===== src/mbexr_pkg.sv =====
// Constants and types shared by the exception and recalculation logic
package mbexr_pkg;
  localparam logic [7:0]  FC_RD_COILS     = 8'h01;
  localparam logic [7:0]  FC_RD_REGS      = 8'h03;
  localparam logic [7:0]  FC_WR_COIL      = 8'h05;
  localparam logic [7:0]  FC_WR_SINGLE    = 8'h06;
  localparam logic [7:0]  FC_WR_COILS     = 8'h0f;
  localparam logic [7:0]  FC_WR_MULTI     = 8'h10;
  localparam logic [7:0]  FC_RDWR_MULTI   = 8'h17;
  localparam logic [7:0]  FC_EXC_FLAG     = 8'h80;
  localparam logic [7:0]  BROADCAST_ADDR  = 8'h00;
  localparam logic [7:0]  EXC_NONE        = 8'h00;
  localparam logic [7:0]  EXC_UNSUPPORTED = 8'h01;
  localparam logic [7:0]  EXC_NOT_FOUND   = 8'h02;
  localparam logic [7:0]  EXC_BAD_FORMAT  = 8'h03;
  localparam logic [7:0]  EXC_RANGE       = 8'h21;
  localparam logic [7:0]  EXC_REFUSED     = 8'h22;
  localparam logic [7:0]  EXC_READ_ONLY   = 8'h23;
  localparam logic [15:0] RECALC_TRIGGER  = 16'h0900;
  localparam logic [15:0] RECALC_LINE_ADDR = 16'h08ff;
  localparam logic [15:0] RECALC_VALUE    = 16'h0000;
  localparam int          PARAM_NUM       = 7;
  localparam logic [2:0]  PARAM_NONE      = 3'h7;
  localparam logic [15:0] PARAM_RESET     = 16'h0000;
  typedef logic [PARAM_NUM-1:0][15:0] mbexr_params_t;
endpackage : mbexr_pkg


===== src/mbexr_recalc_if.sv =====
// Carrier between the query checker and the parameter store
interface mbexr_recalc_if;
  import mbexr_pkg::*;
  logic          wr;
  logic [2:0]    idx;
  logic [15:0]   data;
  logic          trig;
  mbexr_params_t active;
  logic          done;
  modport ctl   (output wr, idx, data, trig, input active, done);
  modport store (input wr, idx, data, trig, output active, done);
endinterface : mbexr_recalc_if


===== src/mbexr_check.sv =====
// Query checker: exception selection, recalculation trigger, power-off store
// What this block does
// - Unsupported function code answers with exception code 01h.
// - Function or target not found answers with exception code 02h.
// - Unacceptable data format answers with exception code 03h.
// - Holding register write value out of range answers with 21h.
// - Writes to run-locked registers during operation answer with 22h.
// - Recalculation trigger while running or undervoltage answers with 22h.
// - Any write to a writable register while tripped or undervoltage answers with 22h; read-only targets answer 23h.
// - Register writes under parameter softlock answer with 22h, except the recalculation trigger, which softlock does not block.
// - Reassigning a terminal not changeable now answers with 22h.
// - Changing trip-reset terminal from NO to NC answers with 22h.
// - Writes to read-only registers or coils answer with exception 23h.
// - Writing 0000h to register 0900h via function 06h recalculates.
// - Listed motor parameters take effect only after a recalculation.
// - No save command; parameters stored automatically at power removal.
// - Exception answer: slave address, function plus 80h, code; CRC downstream.
// - Broadcast queries rejected; addressed queries always answered.
module mbexr_check
  import mbexr_pkg::*;
(
  input  wire logic          ref_clk,
  input  wire logic          rstn,
  input  wire logic          q_valid,
  input  wire logic [7:0]    q_slave_addr,
  input  wire logic [7:0]    q_func,
  input  wire logic [15:0]   q_addr,
  input  wire logic [15:0]   q_count,
  input  wire logic [7:0]    q_byte_count,
  input  wire logic [15:0]   q_data,
  input  wire logic          q_format_ok,
  input  wire logic          tgt_exists,
  input  wire logic          tgt_readonly,
  input  wire logic          tgt_no_change_in_run,
  input  wire logic          tgt_in_range,
  input  wire logic          tgt_terminal_fixed,
  input  wire logic          tgt_reset_no_to_nc,
  input  wire logic [2:0]    tgt_param_sel,
  input  wire logic          drv_running,
  input  wire logic          drv_tripped,
  input  wire logic          undervoltage_state,
  input  wire logic          softlock,
  input  wire logic          power_down,
  output logic               resp_valid,
  output logic               resp_exception,
  output logic [7:0]         resp_slave_addr,
  output logic [7:0]         resp_func,
  output logic [7:0]         resp_code,
  output logic               wr_commit,
  output logic               recalc_done,
  output logic               store_req,
  output mbexr_params_t      param_active
);
  mbexr_recalc_if rc ();

  mbexr_store u_store (
    .ref_clk (ref_clk),
    .rstn    (rstn),
    .rc      (rc)
  );

  function automatic logic fn_is_write(input logic [7:0] fc);
    return (fc == FC_WR_COIL) || (fc == FC_WR_SINGLE) || (fc == FC_WR_COILS) ||
           (fc == FC_WR_MULTI) || (fc == FC_RDWR_MULTI);
  endfunction : fn_is_write

  function automatic logic fn_supported(input logic [7:0] fc);
    return (fc == FC_RD_COILS) || (fc == FC_RD_REGS) || fn_is_write(fc);
  endfunction : fn_supported

  logic        is_broadcast;
  logic        is_write;
  logic        is_recalc;
  logic        bad_bytes;
  logic [7:0]  next_code;
  logic        accept;
  logic        power_down_d;

  assign is_broadcast = (q_slave_addr == BROADCAST_ADDR);
  assign is_write     = fn_is_write(q_func);
  // Line address is the register number minus one
  assign is_recalc    = (q_func == FC_WR_SINGLE) && (q_addr == RECALC_LINE_ADDR);
  assign bad_bytes    = ((q_func == FC_WR_MULTI) || (q_func == FC_RDWR_MULTI)) &&
                        ({1'b0, q_count, 1'b0} != {10'h000, q_byte_count});

  // First matching fault wins, so only one code is ever reported
  always_comb
  begin
    next_code = EXC_NONE;
    if (!fn_supported(q_func))
      next_code = EXC_UNSUPPORTED;
    else if (!tgt_exists && !is_recalc)
      next_code = EXC_NOT_FOUND;
    else if (!q_format_ok || bad_bytes)
      next_code = EXC_BAD_FORMAT;
    else if (is_recalc)
    begin
      if (drv_running || undervoltage_state || drv_tripped)
        next_code = EXC_REFUSED;
      else if (q_data != RECALC_VALUE)
        next_code = EXC_RANGE;
    end
    else if (is_write)
    begin
      if (tgt_readonly)
        next_code = EXC_READ_ONLY;
      else if (drv_tripped || undervoltage_state)
        next_code = EXC_REFUSED;
      else if (softlock)
        next_code = EXC_REFUSED;
      else if (tgt_no_change_in_run && drv_running)
        next_code = EXC_REFUSED;
      else if (tgt_terminal_fixed)
        next_code = EXC_REFUSED;
      else if (tgt_reset_no_to_nc)
        next_code = EXC_REFUSED;
      else if (!tgt_in_range)
        next_code = EXC_RANGE;
    end
  end

  assign accept = q_valid && !is_broadcast;

  // Store side only sees writes that passed every check
  assign rc.wr   = accept && is_write && !is_recalc && (next_code == EXC_NONE);
  assign rc.idx  = tgt_param_sel;
  assign rc.data = q_data;
  assign rc.trig = accept && is_recalc && (next_code == EXC_NONE);
  assign param_active = rc.active;
  assign recalc_done  = rc.done;

  always_ff @(posedge ref_clk)
  begin
    if (!rstn)
      resp_valid <= 1'b0;
    else
      resp_valid <= accept;
  end

  // Answer fields, exception form carries function plus 80h
  always_ff @(posedge ref_clk)
  begin
    if (!rstn)
    begin
      resp_exception  <= 1'b0;
      resp_slave_addr <= 8'h00;
      resp_func       <= 8'h00;
      resp_code       <= EXC_NONE;
    end
    else if (accept)
    begin
      resp_exception  <= (next_code != EXC_NONE);
      resp_slave_addr <= q_slave_addr;
      resp_func       <= (next_code != EXC_NONE) ? (q_func | FC_EXC_FLAG) : q_func;
      resp_code       <= next_code;
    end
  end

  always_ff @(posedge ref_clk)
  begin
    if (!rstn)
      wr_commit <= 1'b0;
    else
      wr_commit <= rc.wr || rc.trig;
  end

  // Parameters are saved on power removal, not by command
  always_ff @(posedge ref_clk)
  begin
    if (!rstn)
    begin
      power_down_d <= 1'b0;
      store_req    <= 1'b0;
    end
    else
    begin
      power_down_d <= power_down;
      store_req    <= power_down && !power_down_d;
    end
  end
endmodule : mbexr_check


===== src/mbexr_store.sv =====
// Pending and active copies of parameters that need a recalculation
module mbexr_store
  import mbexr_pkg::*;
(
  input  wire logic  ref_clk,
  input  wire logic  rstn,
  mbexr_recalc_if.store rc
);
  mbexr_params_t pending;

  // Accepted writes land in the pending copy only
  always_ff @(posedge ref_clk)
  begin
    if (!rstn)
      pending <= {PARAM_NUM{PARAM_RESET}};
    else if (rc.wr && rc.idx != PARAM_NONE)
      pending[rc.idx] <= rc.data;
  end

  // Trigger copies everything pending into the active set
  always_ff @(posedge ref_clk)
  begin
    if (!rstn)
      rc.active <= {PARAM_NUM{PARAM_RESET}};
    else if (rc.trig)
      rc.active <= pending;
  end

  always_ff @(posedge ref_clk)
  begin
    if (!rstn)
      rc.done <= 1'b0;
    else
      rc.done <= rc.trig;
  end
endmodule : mbexr_store


===== config.mk =====
export PLATFORM = sky130hd
export DESIGN_NAME = mbexr_check
export DESIGN_NICKNAME = d
export VERILOG_FILES = /design/src/mbexr_pkg.sv /design/src/mbexr_recalc_if.sv /design/src/mbexr_check.sv /design/src/mbexr_store.sv
export SDC_FILE = /design/constraint.sdc
export NUM_CORES = 1
export LEC_CHECK = 0
export ABC_AREA = 0
export BUFFER_PORTS_ARGS = -buffer_cell sky130_fd_sc_hd__buf_2
export CORE_MARGIN = 5
export CORE_UTILIZATION = 49
export DETAILED_ROUTE_END_ITERATION = 6
export PLACE_DENSITY_LB_ADDON = 0.08
export SLEW_MARGIN = 20
export SYNTH_ARGS = -nofsm -noshare
export SYNTH_HDL_FRONTEND = slang
export SYNTH_SLANG_ARGS = --single-unit

===== constraint.sdc =====
create_clock -name ref_clk -period 8.96 [get_ports ref_clk]
set_clock_uncertainty 0.15 [all_clocks]
set_input_delay 1.792 -clock ref_clk [delete_from_list [all_inputs] [get_ports ref_clk]]
set_output_delay 1.792 -clock ref_clk [all_outputs]
set_load 0.01 [all_outputs]

# Yosys cells after proc, flatten, opt, wreduce, memory -nomap -nowiden
# Cells that the tools add are included.
# Widths: inputs -> output; s select.
# op_classes
eq_ne	10
bitwise	0
mul	0
div_mod_pow	0
magnitude_cmp	2
n_addsub	0
n_reduce_logical	34
n_mux	18
n_shift	0
# ops
operator	count
$bwmux 112	1
$mux 6	10
$demux 16 s3	1
$mux 8	5
$ne 17x8->1	1
$eq 16x12->1 const B	1
$eq 8x3->1 const B	2
$eq 8x5->1 const B	2
$logic_not 8->1	2
$mux 16	1
$reduce_bool 16->1	1
$logic_and 1x1->1	13
$logic_or 1x1->1	12
$eq 8x1->1 const B	1
$eq 8x2->1 const B	1
$eq 8x4->1 const B	1
$reduce_bool 8->1	1
$logic_not 1->1	5
$lt 3x4->1 const B	1
$ge 3x1->1 const B	1
$ne 3x3->1 const B	1
# word_totals
mem_count	0
in_bits	90
rom_bits	0
wordCells	87
latchBits	0
ramBits	0
register_bits	254
out_inout_bits	141

# Logic depth before layout (Yosys ltp)
# logic_depth
ltp_word	15
depth_mapped	12
depth_no_buf	7

# Cells and area by module
# A second synthesis with hierarchy kept.
# unflattened
cells_unflattened	927
hier_area_um2	9709.3
# modules_own_cells
module	seq_area_each_um2	n_inst	area_each_um2	cells_per_inst
mbexr_store	4504.3	1	8271.7	751
mbexr_check	480.5	1	1437.6	176

# Least setup slack after synthesis
# No wires, ideal clock.
# synth_path
path_kind	input to register
startpoint	input port q_func[3]
endpoint	register u_store.pending[54] (netlist name)
t_arrival_ps	4440
cell_stages	9
n_path_buf	3
setup_ps	126
t_required_ps	8684
path_slack_ps	4244
cell_sequence	or4_4 or4_1 buf_2 mux2_2 o211ai_4 or4_1 buf_2 buf_2 mux2i_1
# synth_between
elab_chain_cells	13
elab_cells_between_ends	29
classes_between	eq/ne (7); mux (5); reduce/logical (17)
# synth_lines
item	line	text
from (decl)	mbexr_check.sv:26	input wire logic [7:0] q_func,
$eq 8x3->1 (on tied branches)	mbexr_check.sv:63, mbexr_check.sv:82	
$logic_or 1x1->1 (3 in series)	mbexr_check.sv:63	return (fc == FC_WR_COIL) || (fc == FC_WR_SINGLE) || (fc == FC_WR_COILS) ||
$logic_or 1x1->1	mbexr_check.sv:64	(fc == FC_WR_MULTI) || (fc == FC_RDWR_MULTI);
$mux 6	mbexr_check.sv:103	else if (is_write)
$mux 8	mbexr_check.sv:96	else if (is_recalc)
$mux 8	mbexr_check.sv:94	else if (!q_format_ok || bad_bytes)
$mux 8	mbexr_check.sv:92	else if (!tgt_exists && !is_recalc)
$mux 8	mbexr_check.sv:90	if (!fn_supported(q_func))
$logic_not 8->1	mbexr_check.sv:125	assign rc.wr = accept && is_write && !is_recalc && (next_code == EXC_NONE);
$logic_and 1x1->1 *	mbexr_check.sv:125	
$logic_and 1x1->1 *	mbexr_store.sv:16	else if (rc.wr && rc.idx != PARAM_NONE)
to (signal assigned)	mbexr_store.sv:15	pending <= {PARAM_NUM{PARAM_RESET}};
to (signal, indexed assignment)	mbexr_store.sv:17	pending[rc.idx] <= rc.data;
to (decl)	mbexr_store.sv:9	mbexr_params_t pending;
# Every way passes the cells marked *; elsewhere a longest branch is shown, timed or not.
# A chain may end at the register's enable or synchronous reset.

# Worst setup path in the final report
# layout_path
startpoint	input port q_func[3]
endpoint	register u_store.rc.active[4]
# layout_between
elab_chain_cells	12
elab_cells_between_ends	27
classes_between	eq/ne (7); mux (5); reduce/logical (15)
# layout_lines
item	line	text
$eq 8x3->1 (on tied branches)	mbexr_check.sv:63, mbexr_check.sv:82	
$logic_or 1x1->1 (3 in series)	mbexr_check.sv:63	
$logic_or 1x1->1	mbexr_check.sv:64	
$mux 6	mbexr_check.sv:103	
$mux 8	mbexr_check.sv:96	
$mux 8	mbexr_check.sv:94	
$mux 8	mbexr_check.sv:92	
$mux 8	mbexr_check.sv:90	
$logic_not 8->1	mbexr_check.sv:128	assign rc.trig = accept && is_recalc && (next_code == EXC_NONE);
$logic_and 1x1->1 *	mbexr_check.sv:128	
to (signal assigned)	mbexr_store.sv:24	rc.active <= {PARAM_NUM{PARAM_RESET}};
to (signal assigned)	mbexr_store.sv:26	rc.active <= pending;
to (decl)	mbexr_recalc_if.sv:11	modport store (input wr, idx, data, trig, output active, done);
# Marks and branches as above.

==> impl_metrics.env <==
export IMPL_status="finished clean"
export IMPL_vias=7213
export IMPL_cts_max_level=1
export IMPL_fin_cells=1429
export IMPL_synth_edf_count=0
export IMPL_post_cts_buffers=0
export IMPL_die_h_um=149
export IMPL_reg2reg_depth=1
export IMPL_wl_per_cell_um=16.8
export IMPL_grt_pass1_vias=6831
export IMPL_dieWidth_um=149
export IMPL_final_setup_tns_ps=0
export IMPL_first_pass_iters=4
export IMPL_drt_iter0_drc=330
export IMPL_clock_sink_count=249
export IMPL_async_reset_ff_share_pct=0
export IMPL_synth_top_area_share_pct=52.4
export IMPL_critPathKind="input port to flip-flop"
export IMPL_cp_buffers_inverters=2
export IMPL_crit_fanout=41
export IMPL_wl_um=24000
export IMPL_cp_depth=8
export IMPL_io_pins=231
export IMPL_dp_worst_setup_slack_ps=3080
export IMPL_synthToLayoutAreaGrowth_pct=21.1
export IMPL_grt_pass1_wl_um=36800
export IMPL_drtAntennaViolNets=0
export IMPL_fmax_mhz=187
export IMPL_die_area_um2=22300
export IMPL_numCtsBuffers=25
export IMPL_ys_flop_type="dfxtp_1"
export IMPL_grt_max_degree=93
export IMPL_hold_depth=1
export IMPL_cts_hold_buf=0
export IMPL_synth_area_leaders="dfxtp_1 (52%), mux2i_1 (24%), nand2_1 (11%)"
export IMPL_start_kind="input port"
export IMPL_globalRouteTotalUtil_pct=20.8
export IMPL_critPathSlowestCell="buf_4"
export IMPL_hpwl_um=16200
export IMPL_synth_area_per_cell_um2=10.1
export IMPL_timing_final_max_slew_violations=0
export IMPL_layout_min_cycle_time_ps=5360
export IMPL_hold_viol_final=0
export IMPL_max_stage_delay_ps=690
export IMPL_io_buffers=225
export IMPL_yosys_area_top_type="dfxtp_1"
export IMPL_p_leak_nw=5.68
export IMPL_initial_core_util_pct=49.4
export IMPL_peakVddDrop_uv=146
export IMPL_clk_path_buf_depth=3
export IMPL_ys_types=52
export IMPL_drive_gt1_share_pct=24.2
export IMPL_synth_seq_cells=249
export IMPL_tightestPinTransition_ps=1120
export IMPL_synth_cells=944
export IMPL_cap_viol_max_count=0
export IMPL_cp_arrival_ps=5630
export IMPL_cp_end_kind="flip-flop"
export IMPL_utilization_pct=59.8
export IMPL_cts_resized=0
export IMPL_cts_tree="built"
export IMPL_cpMostUsedCell="or4_4"
export IMPL_power_density_nw_per_um2=193
export IMPL_fp_row_count=51
export IMPL_yosys_warnings=0
export IMPL_hold_worst_slack_ps=232
export IMPL_hp_class="flip-flop to flip-flop"
export IMPL_vias_per_cell=5.05
export IMPL_nets=1232
export IMPL_dp_cells=1380
export IMPL_fin_crit_sh_pct=59.8
export IMPL_design_core_area_um2=19300
export IMPL_cts_root_buf="clkbuf_16"
export IMPL_setup_viol=0
export IMPL_path_clk_slew_ps=60
export IMPL_antenna_found_initial=6
export IMPL_cp_top_family="simple AND/OR/NAND/NOR gates"
export IMPL_required_ps=9230
export IMPL_drcViolationCount=0
export IMPL_slew_headroom_pct=25.4
export IMPL_clock_latency_ps=500
export IMPL_rsz0062_at_grt="no"
export IMPL_worst_slack_ps=3600
export IMPL_synth_area_um2=9520
export IMPL_gp_congestion=0.891
export IMPL_ys_seq_area_share_pct=52.4
export IMPL_grt_overflow_total=0
export IMPL_path_cells="buf_2, or4_4, nor4_1, o41ai_1, a211oi_4, or4_4, buf_4, mux2i_1"
==> metal layers <==
metal | vias to the layer above | global-route usage [%] | share of wire (%)
li1 | 3617 | - | -
met1 | 3394 | 29.3 | 47
met2 | 159 | 32.0 | 45
met3 | 43 | 3.86 | 5.0
met4 | 0 | 7.41 | 3.2
met5 | - | 0 | 0
==> cells by family after synthesis <==
family | after synthesis | synth area share [%]
mux | 225 | 23.7
compound gates | 38 | 2.98
buf+inv | 66 | 3.69
simple gates | 357 | 16.5
flops | 249 | 52.4
other cells | 1 | 0.0394
xor+xnor | 8 | 0.736
==> cell usage in the layout, fill, tap and decap left out, types with 6 or more instances in the layout <==
master / n
a21oi_1: 19
buf_2: 224
clkbuf_1: 7
clkbuf_16: 25
dfxtp_1: 249
diode_2: 6
mux2i_1: 224
nand2_1: 285
nand4_1: 10
nor2_1: 8
nor3_1: 6
nor4_1: 11
xnor2_1: 8
==> synthesized netlist by cell type (3+ instances only) <==
cell      instances
a21oi_1          19
buf_2            11
buf_4             6
buf_6             9
clkbuf_1         37
dfxtp_1         249
inv_1             3
mux2i_1         224
nand2_1         285
nand3_1           5
nand4_1          10
nor2_1            8
nor3_1            6
nor4_1           11
nor4b_1           4
or4_1             6
xnor2_1           8
==> registers in the layout (all words and copies together) (netlist names), 3 cells and up <==
register           cells
resp_code              3
resp_func              8
resp_slave_addr        8
u_store.pending      112
u_store.rc.active    112
==> worst paths after layout <==
path	start	endpoint	slack, ps
worst max-delay path	q_func[3]	u_store.rc.active[4]	3600
worst min-delay path	power_down_d	store_req	230
worst max register to register	resp_func[7]	resp_func[7]	8110
worst min register to register	power_down_d	store_req	230
==> per-stage QoR <==
stage,power (mW),cell area (um^2)
after global routing,2.31,11500
final,2.23,11500
after CTS,2.25,11500
after floorplan,1.19,9530
after detailed placement,1.24,10700
after global placement,1.24,10700
==> report_power, final <==
part	switching, mW	internal, mW	leakage [nW]	total [mW]
sequential	0.00239	1.11	2.01	1.11
clock	0.407	0.610	0.396	1.02
combinational	0.0653	0.0314	3.28	0.0967
total	0.474	1.75	5.68	2.23
==> area by class of cell <==
class                           instances  area [um^2]
Fill cell                            1745         7740
Sequential cell                       249         4980
Multi-Input combinational cell        633         4210
Timing Repair Buffer                  230         1170
Clock buffer                           37          721
Tap cell                              265          332
Clock inverter                          6         80.1
Antenna cell                            6         15.0
Inverter                                3         11.3
No activity file was read; power rests on OpenSTA's default activity.
